==> config.mk <==
export PLATFORM = sky130hd
export DESIGN_NAME = sat16_timer
export DESIGN_NICKNAME = d
export VERILOG_FILES = /design/src/sat16_pkg.sv /design/src/sat16_presc.sv /design/src/sat16_timer.sv
export SDC_FILE = /design/constraint.sdc
export NUM_CORES = 1
export LEC_CHECK = 0
export ABC_AREA = 1
export BUFFER_PORTS_ARGS = -buffer_cell sky130_fd_sc_hd__buf_2
export CAP_MARGIN = 20
export CORE_MARGIN = 2
export CORE_UTILIZATION = 55
export DETAILED_ROUTE_END_ITERATION = 8
export GPL_ROUTABILITY_DRIVEN = 0
export PLACE_DENSITY = 0.76
export SLEW_MARGIN = 20
export SYNTH_ARGS = -nofsm -noshare
export SYNTH_HDL_FRONTEND = slang
export SYNTH_SLANG_ARGS = --single-unit
==> constraint.sdc <==
create_clock -name ref_clk -period 3.4 [get_ports ref_clk]
set_input_delay 0.68 -clock ref_clk [delete_from_list [all_inputs] [get_ports ref_clk]]
set_output_delay 0.68 -clock ref_clk [all_outputs]
set_load 0.01 [all_outputs]
==> src/sat16_pkg.sv <==
package sat16_pkg;

  // Register byte offsets
  localparam logic [15:0] CTRL_OFS = 16'h0600;
  localparam logic [15:0] COUNT_OFS = 16'h0610;
  localparam logic [15:0] PERIOD_OFS = 16'h0620;

  // Alias offsets added to a register base
  localparam logic [3:0] ALIAS_CLR_OFS = 4'h4;
  localparam logic [3:0] ALIAS_SET_OFS = 4'h8;
  localparam logic [3:0] ALIAS_INV_OFS = 4'hc;

  // Control field positions
  localparam int ON_BIT = 15;
  localparam int IDLE_STOP_BIT = 13;
  localparam int WR_BLOCK_BIT = 12;
  localparam int PENDING_BIT = 11;
  localparam int GATE_BIT = 7;
  localparam int PRESCALE_LSB = 4;
  localparam int SYNC_BIT = 2;
  localparam int SOURCE_BIT = 1;

  // Writable control bits; the pending bit is read-only
  localparam logic [15:0] CTRL_WR_MASK = 16'hb0b6;

  // Reset values
  localparam logic [15:0] CTRL_RESET = 16'h0000;
  localparam logic [15:0] COUNT_RESET = 16'h0000;
  localparam logic [15:0] PERIOD_RESET = 16'hffff;

  // Prescaler terminal counts for 1, 8, 64 and 256
  localparam logic [7:0] PRESC_LIMIT_1 = 8'h00;
  localparam logic [7:0] PRESC_LIMIT_8 = 8'h07;
  localparam logic [7:0] PRESC_LIMIT_64 = 8'h3f;
  localparam logic [7:0] PRESC_LIMIT_256 = 8'hff;

  // Cycles an asynchronous count write stays pending
  localparam logic [1:0] ASYNC_WR_CYCLES = 2'h2;

  // Order follows address bits [3:2]
  typedef enum logic [1:0] {SAT16_WR_PLAIN, SAT16_WR_CLR, SAT16_WR_SET, SAT16_WR_INV} sat16_wr_t;

  function automatic logic [15:0] sat16_alias(sat16_wr_t kind, logic [15:0] old_v,
                                              logic [15:0] data);
    logic [15:0] res;
    res = data;
    unique case (kind)
      SAT16_WR_PLAIN: res = data;
      SAT16_WR_CLR: res = old_v & ~data;
      SAT16_WR_SET: res = old_v | data;
      SAT16_WR_INV: res = old_v ^ data;
    endcase
    return res;
  endfunction

endpackage

==> src/sat16_presc.sv <==
`timescale 1ns/10ps
module sat16_presc
  import sat16_pkg::*;
#(
  parameter int CNT_W = 8
)
(
  input wire logic ref_clk,
  input wire logic rst_n,
  input wire logic clear,
  input wire logic tick_in,
  input wire logic [1:0] prescale_select,
  output logic tick_out
);

  logic [CNT_W-1:0] div_cnt;
  logic [CNT_W-1:0] limit;

  generate
    if (CNT_W < 8)
    begin : g_check
      $error("sat16_presc: CNT_W must be at least 8");
    end
  endgenerate

  always_comb
  begin
    limit = CNT_W'(PRESC_LIMIT_1);
    unique case (prescale_select)
      2'h0: limit = CNT_W'(PRESC_LIMIT_1);
      2'h1: limit = CNT_W'(PRESC_LIMIT_8);
      2'h2: limit = CNT_W'(PRESC_LIMIT_64);
      2'h3: limit = CNT_W'(PRESC_LIMIT_256);
    endcase
  end

  assign tick_out = tick_in && (div_cnt == limit);

  always_ff @(posedge ref_clk or negedge rst_n)
  begin
    if (!rst_n)
      div_cnt <= '0;
    else if (clear || tick_out)
      div_cnt <= '0;
    else if (tick_in)
      div_cnt <= div_cnt + CNT_W'(1);
  end
endmodule

==> src/sat16_timer.sv <==
`timescale 1ns/10ps
// How it works
// - One 16-bit counter, synchronous or asynchronous.
// - Internal, gated internal, sync external, async external.
// - Counts in idle unless idle stop is set; in sleep only in async mode.
// - Async mode counts a slow secondary oscillator.
// - Aliases at +4/+8/+c clear, set, invert.
// - Reset: control and count zero, period ffff.
// - Prescale codes divide by 1, 8, 64, 256.
// - Source bit picks external pin or internal.
// - Write block ignores count writes while pending.
// - Gate counts only when internal clock selected.
module sat16_timer
  import sat16_pkg::*;
#(
  parameter int ADDR_W = 16
)
(
  input wire logic ref_clk,
  input wire logic nrst,
  input wire logic [ADDR_W-1:0] addr,
  input wire logic [31:0] wr_data,
  input wire logic wr_en,
  input wire logic rd_en,
  output logic [31:0] rd_data,
  input wire logic external_count_input,
  input wire logic gate_in,
  input wire logic cpu_idle,
  input wire logic cpu_sleep,
  output logic timer_event
);

  generate
    if (ADDR_W < 12)
    begin : g_check
      $error("sat16_timer: ADDR_W too small for the register offsets");
    end
  endgenerate

  logic rst_meta;
  logic rst_n;
  logic [15:0] ctrl;
  logic [15:0] count;
  logic [15:0] period;
  logic pending;
  logic [1:0] pend_cnt;
  logic [15:0] pend_val;
  logic ext_meta;
  logic ext_sync;
  logic ext_sync_d;
  logic ext_prev;
  logic [15:0] base;
  logic addr_ok;
  sat16_wr_t kind;
  logic ctrl_wr;
  logic cnt_wr;
  logic per_wr;
  logic [15:0] next_cnt_wr;
  logic timer_on;
  logic async_mode;
  logic active;
  logic edge_sync;
  logic edge_async;
  logic raw_tick;
  logic tick;
  logic direct_wr;
  logic start_wr;
  logic apply_wr;
  logic blocked;
  logic [15:0] ctrl_view;

  // Reset release through two flops
  always_ff @(posedge ref_clk or negedge nrst)
  begin
    if (!nrst)
    begin
      rst_meta <= 1'b0;
      rst_n <= 1'b0;
    end
    else
    begin
      rst_meta <= 1'b1;
      rst_n <= rst_meta;
    end
  end

  // Cast keeps base 16 bits wide for any legal address width
  assign base = 16'({addr[ADDR_W-1:4], 4'h0});
  assign addr_ok = (addr[1:0] == 2'h0) && ((addr >> 16) == '0);
  assign kind = sat16_wr_t'(addr[3:2]);
  assign ctrl_wr = wr_en && addr_ok && base == CTRL_OFS;
  assign cnt_wr = wr_en && addr_ok && base == COUNT_OFS;
  assign per_wr = wr_en && addr_ok && base == PERIOD_OFS;
  assign next_cnt_wr = sat16_alias(kind, count, wr_data[15:0]);

  assign timer_on = ctrl[ON_BIT];
  assign async_mode = ctrl[SOURCE_BIT] && !ctrl[SYNC_BIT];
  assign active = timer_on && !(cpu_idle && ctrl[IDLE_STOP_BIT]) && (!cpu_sleep || async_mode);

  // External input synchroniser for the synchronous external mode
  always_ff @(posedge ref_clk or negedge rst_n)
  begin
    if (!rst_n)
    begin
      ext_meta <= 1'b0;
      ext_sync <= 1'b0;
      ext_sync_d <= 1'b0;
      ext_prev <= 1'b0;
    end
    else
    begin
      ext_meta <= external_count_input;
      ext_sync <= ext_meta;
      ext_sync_d <= ext_sync;
      ext_prev <= external_count_input;
    end
  end

  assign edge_sync = ext_sync && !ext_sync_d;
  assign edge_async = external_count_input && !ext_prev;

  always_comb
  begin
    raw_tick = 1'b0;
    if (!active)
      raw_tick = 1'b0;
    else if (ctrl[SOURCE_BIT])
      raw_tick = ctrl[SYNC_BIT] ? edge_sync : edge_async;
    else if (ctrl[GATE_BIT])
      raw_tick = gate_in;
    else
      raw_tick = 1'b1;
  end

  sat16_presc #(
    .CNT_W(8)
  ) u_presc (
    .ref_clk(ref_clk),
    .rst_n(rst_n),
    .clear(!timer_on || direct_wr || apply_wr),
    .tick_in(raw_tick),
    .prescale_select(ctrl[PRESCALE_LSB+1:PRESCALE_LSB]),
    .tick_out(tick)
  );

  assign blocked = pending && ctrl[WR_BLOCK_BIT];
  assign direct_wr = cnt_wr && !async_mode;
  assign start_wr = cnt_wr && async_mode && !blocked;
  assign apply_wr = pending && pend_cnt == 2'h1;

  // Async writes land late so a slow count clock cannot tear them
  always_ff @(posedge ref_clk or negedge rst_n)
  begin
    if (!rst_n)
    begin
      pending <= 1'b0;
      pend_cnt <= 2'h0;
      pend_val <= COUNT_RESET;
    end
    else if (start_wr)
    begin
      pending <= 1'b1;
      pend_cnt <= ASYNC_WR_CYCLES;
      pend_val <= next_cnt_wr;
    end
    else if (apply_wr)
    begin
      pending <= 1'b0;
      pend_cnt <= 2'h0;
    end
    else if (pending)
      pend_cnt <= pend_cnt - 2'h1;
  end

  always_ff @(posedge ref_clk or negedge rst_n)
  begin
    if (!rst_n)
      ctrl <= CTRL_RESET;
    else if (ctrl_wr)
      ctrl <= sat16_alias(kind, ctrl, wr_data[15:0]) & CTRL_WR_MASK;
  end

  always_ff @(posedge ref_clk or negedge rst_n)
  begin
    if (!rst_n)
      period <= PERIOD_RESET;
    else if (per_wr)
      period <= sat16_alias(kind, period, wr_data[15:0]);
  end

  always_ff @(posedge ref_clk or negedge rst_n)
  begin
    if (!rst_n)
      count <= COUNT_RESET;
    else if (direct_wr)
      count <= next_cnt_wr;
    else if (apply_wr)
      count <= pend_val;
    else if (tick)
      count <= (count == period) ? 16'h0000 : count + 16'h0001;
  end

  always_ff @(posedge ref_clk or negedge rst_n)
  begin
    if (!rst_n)
      timer_event <= 1'b0;
    else
      timer_event <= tick && !direct_wr && !apply_wr && count == period;
  end

  // Pending only shows in asynchronous mode
  assign ctrl_view = {ctrl[15:12], pending && async_mode, ctrl[10:0]};

  // Aliases are write-only and read as zero
  always_ff @(posedge ref_clk or negedge rst_n)
  begin
    if (!rst_n)
      rd_data <= 32'h0000_0000;
    else if (rd_en && addr_ok && kind == SAT16_WR_PLAIN)
    begin
      if (base == CTRL_OFS)
        rd_data <= {16'h0000, ctrl_view};
      else if (base == COUNT_OFS)
        rd_data <= {16'h0000, count};
      else if (base == PERIOD_OFS)
        rd_data <= {16'h0000, period};
      else
        rd_data <= 32'h0000_0000;
    end
    else
      rd_data <= 32'h0000_0000;
  end
endmodule

==> summary by stage, run 1 <==
Layout
The count of antenna diodes in the layout is 0. The filler cell count is 1,181. The area growth from synthesis to final layout is 9.69%. The number of nets in the finished design is 1,179. The finished layout cell area is 7750 µm². Once layout is complete, the cells apart from fillers number 1,217.

Of the cells placed in the final design, the portion with a size suffix greater than 1 is 0.120.

Timing
The worst pin sits at a relative slew slack of 0.476. Setup repair after global routing left no endpoint under its margin. The transition time at the pin with the least slew margin is 0.787 ns. The final cycle utilization of the critical path is 0.731. Static timing analysis puts the maximum clock frequency at 403 MHz.

After routing, the total negative slack on setup checks comes to 0 ns. The final number of setup-violating endpoints is 0. The number of pins exceeding their max-slew limit in the final report is 0.

Clock skew on the completed layout was measured at 0.0113 ns. The minimum period implied by the final worst setup slack is 2.48 ns. The worst hold margin is 0.0912 ns. The number of hold-slack violations in the final timing report is 0.

Detailed routing
The via total after detailed routing is 6,526. After detailed routing, the number of vias per cell comes to 5.36. Before antenna repair, the detailed router went through 5 iterations. For this block, the routed nets add up to 18.3 mm of wire. The number of DRC violations after detailed-routing iteration 0 is 601. The count of nets left with antenna violations once routing finished came out at 0. After detailed routing, the average wire length per cell comes to 15.1 µm. The detailed-route DRC error count is 0.

Placed design
The quantity of I/O buffers inserted on ports is 56. The number of instances in the placed design is 1,201. The placed wire-length estimate after detailed placement is 12.7 mm. In this run the cell area measured after placement is 7430 µm².

GRT
Across every metal layer, demand over resource in global routing totals 0.277. The number of global-route vias before repair is 6,212. The first global-routing pass estimated 30.9 mm of wire. The remaining global-route overflow is 0.

Entering global routing, the biggest net connects 46 pins. The number of antenna violations at the first check in global routing is 0.

CTS
The clock net in this run drives a total of 89 sinks. CTS placed an instance of sky130_fd_sc_hd__clkbuf_16 at the clock tree root. The number of CTS-inserted buffers is 9. The clock passes through at most 2 buffers. Post-CTS timing repair inserted 0 buffers for setup. The maximum level of the CTS H-tree is 3. The register clock-pin slew on the reported worst setup and hold paths is 0.07 ns. TritonCTS built the clock tree. The insertion delay to the later sink of the worst-skew pair is 0.36 ns. In this run, post-CTS hold repair placed 0 buffers. The post-CTS resize count is 0.

Die
The y dimension of the die is 117 µm. The core region is 12,600 µm². The die is 117 µm wide. During I/O placement, the number of pins put on the boundary was 89. The initial utilization of the core area, before any placement, comes to 0.562. The die covers 13,800 µm². The number of placement rows is 41.

Synth
The dominant combinational cell family by area after synthesis is simple AND/OR/NAND/NOR gates. Each instance of the synthesized netlist takes up on average 7.07 µm². The number of synthesis warnings is 0. Yosys mapped a number of flops with a built-in enable equal to 0. The complex-gate fraction of the synthesized area is 0.128. Of the synthesized area, sequential elements account for 0.318. After synthesis, the share of cell area in mux cells is 0.00142. After synthesis, the share of flip-flops with an asynchronous set or reset is 1.00.

For this run, the leading register cell type out of synthesis is sky130_fd_sc_hd__dfrtp_1. The netlist uses 39 different library cells. Of the total synthesized cell area, the portion taken by full adders, half adders and majority gates is 0.147. The register bit total from synthesis is 89. The fraction of the mapped netlist area in simple logic gates is 0.278. The fraction of synthesized cell area in xor and xnor cells is 0.0149. The post-synthesis cell count is 999.

The synthesized area is 7060 µm².

Status
The run finished with clean final reports.

Power and ir drop
In this run the power density over the cells is 323 nW/µm². Summed over all cells, the static leakage comes to 4.38 nW. Power comes to 0.00250 W. VDD sags by at most 310 µV.

Worst setup path
The sort of element at the end of the critical path is a flop. The critical path startpoint is ctrl[2]$_DFFE_PN0P_. The worst register-to-register path ends at u_presc.div_cnt[1]$_DFFE_PN0P_. The critical path runs through a total of 8 cells. The startpoint identified for the worst register-to-register timing path is ctrl[2]$_DFFE_PN0P_. Grouping stages by cell kind, the critical path spends the most delay in simple AND/OR/NAND/NOR gates. In this run the worst path has a maximum fanout of 17.

The number of buffer and inverter stages on the critical path is 2. The critical path is of the flop to flop type. The reg2reg setup slack is 0.92 ns. At the worst endpoint, the arrival time is 2.77 ns. The signal on the critical path passes through nor2_4, inv_1, nand4_1, nand2_1, inv_2, and2_1, nand2_2, nor2_1.

STA puts the critical path data required time at 3.68 ns. The peak per-stage delay on the critical path is 0.71 ns. The last element of the critical path is u_presc.div_cnt[1]$_DFFE_PN0P_. The kind of start point of the critical path is a flop. The logic depth of the worst register-to-register path is 8. The slowest library cell on the worst path is sky130_fd_sc_hd__and2_1.

Run
The reported max-cap violation count is 0.

Hold path
The worst min-delay path category is input port to asynchronous set/reset pin.
## cell families after synthesis
kind of cell | count (synthesis)
other cells | 2
mux | 1
simple gates | 475
buf+inv | 187
fa+ha+maj | 83
xor+xnor | 12
compound gates | 150
flops | 89
## how the worst min path moves through the flow
stage / endpoint / start
floorplan: rst_n$_DFF_PN0_ / rst_meta$_DFF_PN0_
global placement: rst_n$_DFF_PN0_ / rst_meta$_DFF_PN0_
detailed placement: rst_n$_DFF_PN0_ / rst_meta$_DFF_PN0_
CTS: rst_n$_DFF_PN0_ / nrst
global route: rst_n$_DFF_PN0_ / nrst
finish: rst_n$_DFF_PN0_ / nrst
## area by class of cell
class / count / area [µm²] / area share
clock inverters: 6 / 90.1 / 0.0116
well taps: 172 / 215 / 0.0278
flip-flops and latches: 89 / 2250 / 0.291
multi-input cells: 738 / 4080 / 0.527
clock buffers: 10 / 229 / 0.0296
repair buffers: 69 / 378 / 0.0488
inverters: 133 / 499 / 0.0644
## sequential cells by signal, summed over array words and instances (netlist names)
signal	flops
ext_prev	1
rst_n	1
u_presc.div_cnt	8
timer_event	1
pend_cnt	2
pending	1
ext_sync	1
period	16
pend_val	16
ext_sync_d	1
rst_meta	1
ctrl	8
count	16
rd_data	16
## per-stage QoR
step                worst slack (ns)  utilization
global placement               0.775        0.591
floorplan                      0.765            -
finish                         0.916        0.616
global route                   0.705        0.616
detailed placement             0.674        0.591
CTS                            0.914        0.616
## metal layers
metal  part of all wire  GRT usage  vias to the layer above
li1                   -          -                     3241
met1               0.45      0.359                     3037
met2               0.47      0.467                      224
met3              0.068     0.0564                       24
met4              0.019     0.0836                        0
met5                  0          0                        -
## cell usage in the layout (no fill, tap or decap), types with 2 or more instances in the layout
master	instances
sky130_fd_sc_hd__inv_1	127
sky130_fd_sc_hd__o211ai_1	13
sky130_fd_sc_hd__nand3b_1	2
sky130_fd_sc_hd__a22oi_1	10
sky130_fd_sc_hd__nor2_1	92
sky130_fd_sc_hd__clkbuf_16	9
sky130_fd_sc_hd__xor2_1	10
sky130_fd_sc_hd__a221oi_1	6
sky130_fd_sc_hd__buf_4	13
sky130_fd_sc_hd__dfrtp_1	72
sky130_fd_sc_hd__ha_1	83
sky130_fd_sc_hd__nand4_1	12
sky130_fd_sc_hd__nand2_1	297
sky130_fd_sc_hd__or2_2	7
sky130_fd_sc_hd__a21oi_1	54
sky130_fd_sc_hd__bufinv_16	2
sky130_fd_sc_hd__nand3_1	48
sky130_fd_sc_hd__buf_2	56
sky130_fd_sc_hd__o21ai_0	49
sky130_fd_sc_hd__xnor2_1	2
sky130_fd_sc_hd__nor3_1	7
sky130_fd_sc_hd__inv_6	2
sky130_fd_sc_hd__inv_2	6
sky130_fd_sc_hd__conb_1	17
sky130_fd_sc_hd__nor2_2	2
sky130_fd_sc_hd__o2111ai_1	13
sky130_fd_sc_hd__dfstp_2	16
sky130_fd_sc_hd__and2_1	2
sky130_fd_sc_hd__nand2_2	2
## power breakdown
part           switching, W  internal (W)
clock              0.000457      0.000649
combinational      0.000172     0.0000993
sequential        0.0000373       0.00108
## Yosys cell counts (2+ instances only)
| cell type | n | share of area |
|---|---|---|
| sky130_fd_sc_hd__o211ai_1 | 13 | 0.014 |
| sky130_fd_sc_hd__o21ai_0 | 49 | 0.035 |
| sky130_fd_sc_hd__inv_2 | 6 | 0.0032 |
| sky130_fd_sc_hd__nor3_1 | 7 | 0.0050 |
| sky130_fd_sc_hd__dfrtp_1 | 73 | 0.26 |
| sky130_fd_sc_hd__a21oi_1 | 54 | 0.038 |
| sky130_fd_sc_hd__nand2_1 | 297 | 0.16 |
| sky130_fd_sc_hd__clkbuf_1 | 25 | 0.013 |
| sky130_fd_sc_hd__a221oi_1 | 6 | 0.0074 |
| sky130_fd_sc_hd__nor2_2 | 2 | 0.0018 |
| sky130_fd_sc_hd__xor2_1 | 10 | 0.012 |
| sky130_fd_sc_hd__dfstp_2 | 16 | 0.060 |
| sky130_fd_sc_hd__inv_1 | 127 | 0.068 |
| sky130_fd_sc_hd__buf_2 | 10 | 0.0071 |
| sky130_fd_sc_hd__ha_1 | 83 | 0.15 |
| sky130_fd_sc_hd__nand4_1 | 12 | 0.011 |
| sky130_fd_sc_hd__or2_2 | 7 | 0.0062 |
| sky130_fd_sc_hd__and2_1 | 2 | 0.0018 |
| sky130_fd_sc_hd__nor2_1 | 92 | 0.049 |
| sky130_fd_sc_hd__o2111ai_1 | 13 | 0.016 |
| sky130_fd_sc_hd__nand2_2 | 2 | 0.0018 |
| sky130_fd_sc_hd__buf_4 | 17 | 0.018 |
| sky130_fd_sc_hd__nand3b_1 | 2 | 0.0021 |
| sky130_fd_sc_hd__xnor2_1 | 2 | 0.0025 |
| sky130_fd_sc_hd__conb_1 | 2 | 0.0011 |
| sky130_fd_sc_hd__nand3_1 | 48 | 0.034 |
| sky130_fd_sc_hd__a22oi_1 | 10 | 0.011 |
## worst reg2reg max path, cell delays in order, from the launching register on
cell,delay [ns]
sky130_fd_sc_hd__dfrtp_1,0.46
sky130_fd_sc_hd__nor2_4,0.23
sky130_fd_sc_hd__inv_1,0.06
sky130_fd_sc_hd__nand4_1,0.14
sky130_fd_sc_hd__nand2_1,0.10
sky130_fd_sc_hd__inv_2,0.29
sky130_fd_sc_hd__and2_1,0.71
sky130_fd_sc_hd__nand2_2,0.26
sky130_fd_sc_hd__nor2_1,0.17
Note: power is estimated with default switching activity, not from simulation.
==> run 2: changes to the inputs <==
clock period = 2.4 ns   (was 3.4 ns; I/O delays follow)
==> summary by stage, run 2 (synthesis gave the netlist of run 1 again) <==
Worst setup path
STA puts the critical path data arrival time at 2.23 ns. The reg-to-reg startpoint is count[0]$_DFFE_PN0P_. The kind of critical path is flop to flop. The worst register-to-register path has a setup slack of 0.43 ns. The endpoint of the worst-slack reg-to-reg timing path is count[12]$_DFFE_PN0P_. The library cell appearing most often on the critical path is sky130_fd_sc_hd__nand2_1. The worst-path maximum fanout is 8. The number of cells on the worst reg-to-reg path is 10. Traced cell by cell, the critical path runs through ha_1, nand3_1, nor3_1, nand2_1, nand2_1, nand2_1, nand3_1, nand2_1, nand2_1, nand2_1. The slowest stage of the critical path belongs to the cell sky130_fd_sc_hd__dfrtp_1. STA puts the critical path data required time at 2.66 ns.

The sort of element at the end of the critical path is a flop. On the worst path, the slowest cell contributes a delay of 0.49 ns. The kind of start point of the critical path is a flop.

Detailed routing
The first routing iteration left 502 violations. The pre-antenna-repair detailed-routing pass consisted of 5 iterations. In the routed design, unresolved DRC markers number 0.

The average wire length per cell after detail routing is 14.8 µm. In the routed layout, each cell is associated on average with a via count of 5.33. The via total after detailed routing is 6,530. The number of nets with antenna violations after detailed routing is 0. The overall routed net length is 18.1 mm.

GRT
The number of antenna violations at the first check in global routing came to 0. Entering global routing, the biggest net connects 48 pins. The first-pass GRT wire length is 30.2 mm.

Global routing finished with a remaining overflow of 0. The total routing resource utilization after global routing is 0.272. The number of global-route vias before repair was 6,087.

CTS
The post-CTS resize count is 0. The largest buffer count on any clock path is 2. The maximum level of the CTS H-tree is 3. TritonCTS built the clock tree.

The insertion delay to the later sink of the worst-skew pair is 0.36 ns. Clock tree synthesis selected as its root buffer the cell sky130_fd_sc_hd__clkbuf_16. Clock-pin slew was measured on the worst setup and hold paths at 0.07 ns. For this design, the sink count on the clock tree is 89. The number of CTS-inserted buffers is 9.

Die
The die is 117 µm tall. The total area inside the core boundary comes to 12,600 µm². The number of placement rows is 41. 89 I/O pins were placed. The full die area is 13,800 µm². The horizontal die dimension is 117 µm. The initial cell density of the core is 0.562.

Timing
Counting I/O delays and the setup requirement, the final critical path takes 1.97 ns. The number of hold-slack violations in the final timing report is 0. The worst hold margin is 0.237 ns.

Setup repair after global routing left no endpoint under its margin. The setup TNS after final layout is 0 ns. Of the available clock period, the critical path in the final layout requires 0.820.

The clock skew after layout is 0.00849 ns. For the pin with the worst max-slew slack, the measured transition is 0.594 ns. The number of pins exceeding their max-slew limit in the final report is 0. Setup violations remaining at the end of the flow were counted as 0. For this run, the top clock speed supported by timing is 508 MHz. The headroom to the max-slew limit is 0.603. In the post-route analysis, the smallest setup slack over all paths is 0.433 ns.

Power and ir drop
The register share of total power is 0.459. Power spread over the standard cell area amounts to 441 nW/µm². Across the VDD grid, the largest voltage drop is 399 µV.

The internal portion of the total power is 0.00250 W. The leakage component of the power is 4.42 nW. The share of total power dissipated in combinational logic is 0.114. Of the total power, the share spent switching nets is 0.276.

Of the total power, the clock network draws 0.427. The analysis attributes to net switching a power of 0.000953 W.

Layout
The area growth from synthesis to final layout is 11.0%. The fraction of final layout cells with drive strength greater than 1 is 0.125. The net count of the finished layout is 1,186.

The layout has 1,182 filler cells. The top cell types in the final layout, fill and taps aside, are sky130_fd_sc_hd__nand2_1, sky130_fd_sc_hd__inv_1, sky130_fd_sc_hd__nor2_1. The most common cell after layout, fill and taps aside is sky130_fd_sc_hd__nand2_1. The count of antenna diodes in the layout is 0.

Hold path
In this run the worst hold path is classified as input port to flop. The worst hold path depth is 1. The path with the worst hold slack has its endpoint at ext_prev$_DFF_PN0_. The worst min-delay path startpoint is external_count_input.

Placed design
Input and output buffers added on the ports amount to 56. Once detailed placement completed, the half-perimeter wirelength came to 12.5 mm. Prior to clock tree synthesis, the placed netlist has a worst setup slack of 0.310 ns.

Status
The run finished with clean final reports.

Run
The tool flagged a number of max-cap violations equal to 0.
run 2: changes by cell type in the layout (fill, tap and decap cells not counted):
| cell | before | now |
|---|---|---|
| sky130_fd_sc_hd__dlygate4sd3_1 | 0 | 1 |
| sky130_fd_sc_hd__inv_6 | 2 | 1 |
| sky130_fd_sc_hd__inv_8 | 0 | 1 |
| sky130_fd_sc_hd__buf_12 | 0 | 4 |
| sky130_fd_sc_hd__bufinv_16 | 2 | 1 |
| sky130_fd_sc_hd__clkbuf_1 | 1 | 0 |
| sky130_fd_sc_hd__buf_4 | 13 | 15 |
| sky130_fd_sc_hd__clkinv_4 | 0 | 1 |
| sky130_fd_sc_hd__clkinvlp_4 | 1 | 2 |
run 2: worst max path at each step:
| stage | start | end | slack (ns) |
|---|---|---|---|
| 2_1_floorplan | addr[15] | count[0]$_DFFE_PN0P_ | 0.64 |
| 3_3_place_gp | addr[15] | count[6]$_DFFE_PN0P_ | 0.36 |
| 3_5_place_dp | addr[5] | count[2]$_DFFE_PN0P_ | 0.31 |
| 4_1_cts | ctrl[2]$_DFFE_PN0P_ | u_presc.div_cnt[0]$_DFFE_PN0P_ | 0.44 |
| 5_1_grt | ctrl[2]$_DFFE_PN0P_ | u_presc.div_cnt[3]$_DFFE_PN0P_ | 0.26 |
| 6_report | count[0]$_DFFE_PN0P_ | count[12]$_DFFE_PN0P_ | 0.43 |
run 2: through the flow:
step                      area [µm²]  total power, W  cells   util
after global placement          7520         0.00199   1207  0.599
after global routing            7840         0.00361   1224  0.623
after floorplan                 7120         0.00189   1014      -
final                           7840         0.00346   1224  0.623
after CTS                       7840         0.00350   1224  0.623
after detailed placement        7520         0.00200   1207  0.599
run 2: worst max-delay path: cells and delay by family (launching register included):
family                     cells  cell delay, ns
adders and majority gates      1            0.30
DFF                            1            0.49
and+or+nand+nor                9            1.07
run 2: repair_timing:
action,4_1_cts,5_1_grt
hold endpoints to repair,2,0
hold buffers,1,0
setup buffers,0,0
run 2: area by class of cell:
class | instances | area (µm²) | area share
clock buffer | 9 | 225 | 0.0287
timing repair buffer | 76 | 483 | 0.0616
sequential | 89 | 2250 | 0.287
clock inverter | 7 | 78.8 | 0.0101
inverter | 133 | 499 | 0.0637
tap | 172 | 215 | 0.0275
multi-input combinational | 738 | 4080 | 0.521
run 2: power by group through the flow:
stage | registers (W) | logic [W] | clock network (W)
after global placement | 0.00161 | 0.000378 | 0
after CTS | 0.00159 | 0.000392 | 0.00152
after floorplan | 0.00161 | 0.000277 | 0
after detailed placement | 0.00162 | 0.000387 | 0
final | 0.00159 | 0.000393 | 0.00148
after global routing | 0.00160 | 0.000455 | 0.00156
run 2: metal layers:
layer  track usage  vias to the layer above  part of all wire
met5             0                        -                 0
met2         0.448                      209              0.46
met4         0.110                        0             0.031
met3        0.0589                       44             0.067
li1              -                     3258                 -
met1         0.350                     3019              0.44
==> run 3: changes to the inputs <==
CORE_UTILIZATION = 54   (was 55)
PLACE_DENSITY = 0.78   (was 0.76)
clock period = 1.8 ns   (was 2.4 ns; I/O delays follow)
==> summary by stage, run 3 (synthesis gave the netlist of run 1 again) <==
Status
The run finished with clean final reports.

GRT
The total routing resource utilization after global routing is 0.273. The number of global-route vias before repair is 6,388. The remaining global-route overflow is 0. The number of antenna violations at the first check in global routing is 0. The first global-routing pass estimated 30.8 mm of wire. The largest net degree at the start of global routing is 88.

CTS
The tree built by TritonCTS fans out to 89 sinks. The H-tree was split into 3 levels. Buffers inserted during clock tree synthesis total 9. Clock-pin slew was measured on the worst setup and hold paths at 0.06 ns.

No sink is reached through more buffers than the 2 on the longest clock path. Clock latency on the worst-skew pair, taken at its later pin, is 0.35 ns. The tree is rooted in a sky130_fd_sc_hd__clkbuf_16.

TritonCTS built the clock tree.

Layout
The library cell used most frequently in the layout, excluding fill and tap cells, is sky130_fd_sc_hd__nand2_1. The fraction of final layout cells with drive strength greater than 1 is 0.158. Summing all multi-input logic gate instances after layout gives 4090 µm².

The count of antenna diodes in the layout is 0. Relative to the synthesized area, the layout overhead comes to 15.0%. For this run, the post-layout net count is 1,220.

In the layout the commonest cells are sky130_fd_sc_hd__nand2_1, sky130_fd_sc_hd__inv_1, sky130_fd_sc_hd__nor2_1. The filler cell count is 1,133. The flip-flop and latch area is 2260 µm².

Timing
The number of pins exceeding their max-slew limit in the final report came to 0. The number of hold-slack violations in the final timing report was 0. The clock skew after layout is 0.00599 ns. The minimum period implied by the final worst setup slack is 1.72 ns. The peak clock frequency supported by timing is 581 MHz. Setup repair after global routing could not meet its margin everywhere. The final cycle utilization of the critical path is 0.956. The worst hold margin is 0.130 ns. The final number of setup-violating endpoints is 0. The setup TNS after final layout is 0 ns.

Detailed routing
The number of search-and-repair iterations in the first detailed-routing pass is 5. Detailed routing inserted a total of 6,705 vias. The routed length on met1 is 7.95 mm.

The highest layer used for signal routing is met4. The average wire length per cell after detail routing is 14.9 µm. The detailed-routed wire length on met3 is 1.40 mm.

After detailed routing, the number of vias per cell comes to 5.33. In the routed design, unresolved DRC markers number 0. The routed wire length on met2 is 8.84 mm. The detailed router finished its first iteration with 456 violations. The overall routed net length is 18.7 mm. The number of nets with antenna violations after detailed routing is 0.

Die
For this configuration, the core starts out at a cell density of 0.557. The y dimension of the die is 118 µm. The number of placement rows is 41. The full die area is 14,000 µm². The floorplan step defined a core boundary enclosing 12,700 µm².

The I/O pin count is 89. The horizontal die dimension is 118 µm.

Worst setup path
The sort of element at the end of the critical path is a flop. The number of cells on the worst reg-to-reg path is 12. The number of buffers and inverters on the critical path is 2.

Walking the worst path, the cells encountered are inv_1, nand2_1, nand2_1, nor2_2, nand2_1, nor2_1, nand2_1, buf_4, nand3_1, nand2_1, nand2_1, nand2_1. The library cell appearing most often on the critical path is sky130_fd_sc_hd__nand2_1. Data on the critical path arrives at its endpoint at 1.96 ns. The slowest library cell on the worst path is sky130_fd_sc_hd__dfstp_2. The reg2reg setup slack is 0.08 ns. The required time of the critical path is 2.04 ns. The kind of start point of the critical path is a flop. The cell type group with the largest total delay on the critical path is simple AND/OR/NAND/NOR gates. The reg-to-reg startpoint is period[4]$_DFFE_PN1P_. The worst-path maximum fanout is 9. By startpoint and endpoint, the worst setup path is classified as flop to flop.

In this run the critical register-to-register path is captured at count[4]$_DFFE_PN0P_. For this run, the slowest stage of the critical path takes 0.57 ns.

Run
Across the run, the number of max-cap violations was 0.

Hold path
Along the worst hold path, the cell count comes to 1. The worst min-delay path category is input port to flop. In this run the most critical hold path is launched from external_count_input. The end of the worst hold path is ext_prev$_DFF_PN0_.

Power and ir drop
The clock share of power is 0.417. The internal portion of total power is 0.00337 W. The power per unit of standard cell area is 562 nW/µm². The register share of total power is 0.460. The share of total power consumed by net switching is 0.262. The maximum VDD drop is 357 µV.

The leakage component of the power is 4.59 nW. The logic gate share of total power is 0.123. The analysis attributes to net switching a power of 0.00119 W.

Placed design
The HPWL after detailed placement is 13.1 mm. In this run the tool buffered the top-level ports with 56 buffer cells.
run 3: changes by cell type in the layout (fill, tap and decap cells not counted), sizes merged:
cell | previous run | this run
clkbuf | 9 | 13
buf | 75 | 109
clkinvlp | 2 | 0
inv | 135 | 133
run 3: how the worst max path moves through the flow:
stage / startpoint / to / slack, ns / cells after the start
2_1_floorplan: ctrl[2]$_DFFE_PN0P_ / count[0]$_DFFE_PN0P_ / 0.15 / 9
3_3_place_gp: addr[13] / count[7]$_DFFE_PN0P_ / 0.03 / 11
3_5_place_dp: addr[15] / count[10]$_DFFE_PN0P_ / -0.001 / 11
4_1_cts: ctrl[2]$_DFFE_PN0P_ / count[10]$_DFFE_PN0P_ / 0.04 / 9
5_1_grt: ctrl[1]$_DFFE_PN0P_ / count[13]$_DFFE_PN0P_ / -0.03 / 10
6_report: period[4]$_DFFE_PN1P_ / count[4]$_DFFE_PN0P_ / 0.08 / 12
run 3: metal layers:
metal / up-vias / track usage
li1: 3327 / -
met1: 3106 / 0.353
met2: 237 / 0.454
met3: 35 / 0.0468
met4: 0 / 0.111
met5: - / 0
run 3: repair_timing:
item	in CTS	in global routing
buffers inserted	0	7
hold endpoints to repair	2	0
resized for setup	0	10
hold buffers	1	0
setup endpoints to repair	0	24
run 3: worst reg2reg max path, stage by stage (launching register included):
cell and delay (ns):
sky130_fd_sc_hd__dfstp_2 0.57, sky130_fd_sc_hd__inv_1 0.08, sky130_fd_sc_hd__nand2_1 0.06, sky130_fd_sc_hd__nand2_1 0.06, sky130_fd_sc_hd__nor2_2 0.15, sky130_fd_sc_hd__nand2_1 0.11, sky130_fd_sc_hd__nor2_1 0.11, sky130_fd_sc_hd__nand2_1 0.07
sky130_fd_sc_hd__buf_4 0.17, sky130_fd_sc_hd__nand3_1 0.09, sky130_fd_sc_hd__nand2_1 0.06, sky130_fd_sc_hd__nand2_1 0.05, sky130_fd_sc_hd__nand2_1 0.04
run 3: stage by stage:
stage / power, W / instance area, µm² / worst slack (ns) / util / cells
4_1_cts: 0.00459 / 8050 / 0.0412 / 0.635 / 1251
3_3_place_gp: 0.00267 / 7750 / 0.0294 / 0.612 / 1234
6_report: 0.00457 / 8120 / 0.0783 / 0.641 / 1258
3_5_place_dp: 0.00269 / 7750 / -0.00127 / 0.612 / 1234
5_1_grt: 0.00475 / 8120 / -0.0268 / 0.641 / 1258
2_1_floorplan: 0.00252 / 7120 / 0.154 / - / 1014
run 3: layout make-up:
| type | count | area share |
|---|---|---|
| multi-input combinational | 738 | 0.504 |
| tap | 172 | 0.0265 |
| timing repair buffer | 110 | 0.0944 |
| clock buffer | 13 | 0.0308 |
| inverter | 133 | 0.0615 |
| sequential | 89 | 0.278 |
| clock inverter | 3 | 0.00493 |
run 3: power groups by stage:
| stage | registers, W | clock network [W] | logic (W) |
|---|---|---|---|
| 6_report | 0.00210 | 0.00190 | 0.000562 |
| 3_3_place_gp | 0.00213 | 0 | 0.000532 |
| 2_1_floorplan | 0.00215 | 0 | 0.000370 |
| 4_1_cts | 0.00210 | 0.00192 | 0.000562 |
| 5_1_grt | 0.00211 | 0.00200 | 0.000639 |
| 3_5_place_dp | 0.00214 | 0 | 0.000550 |
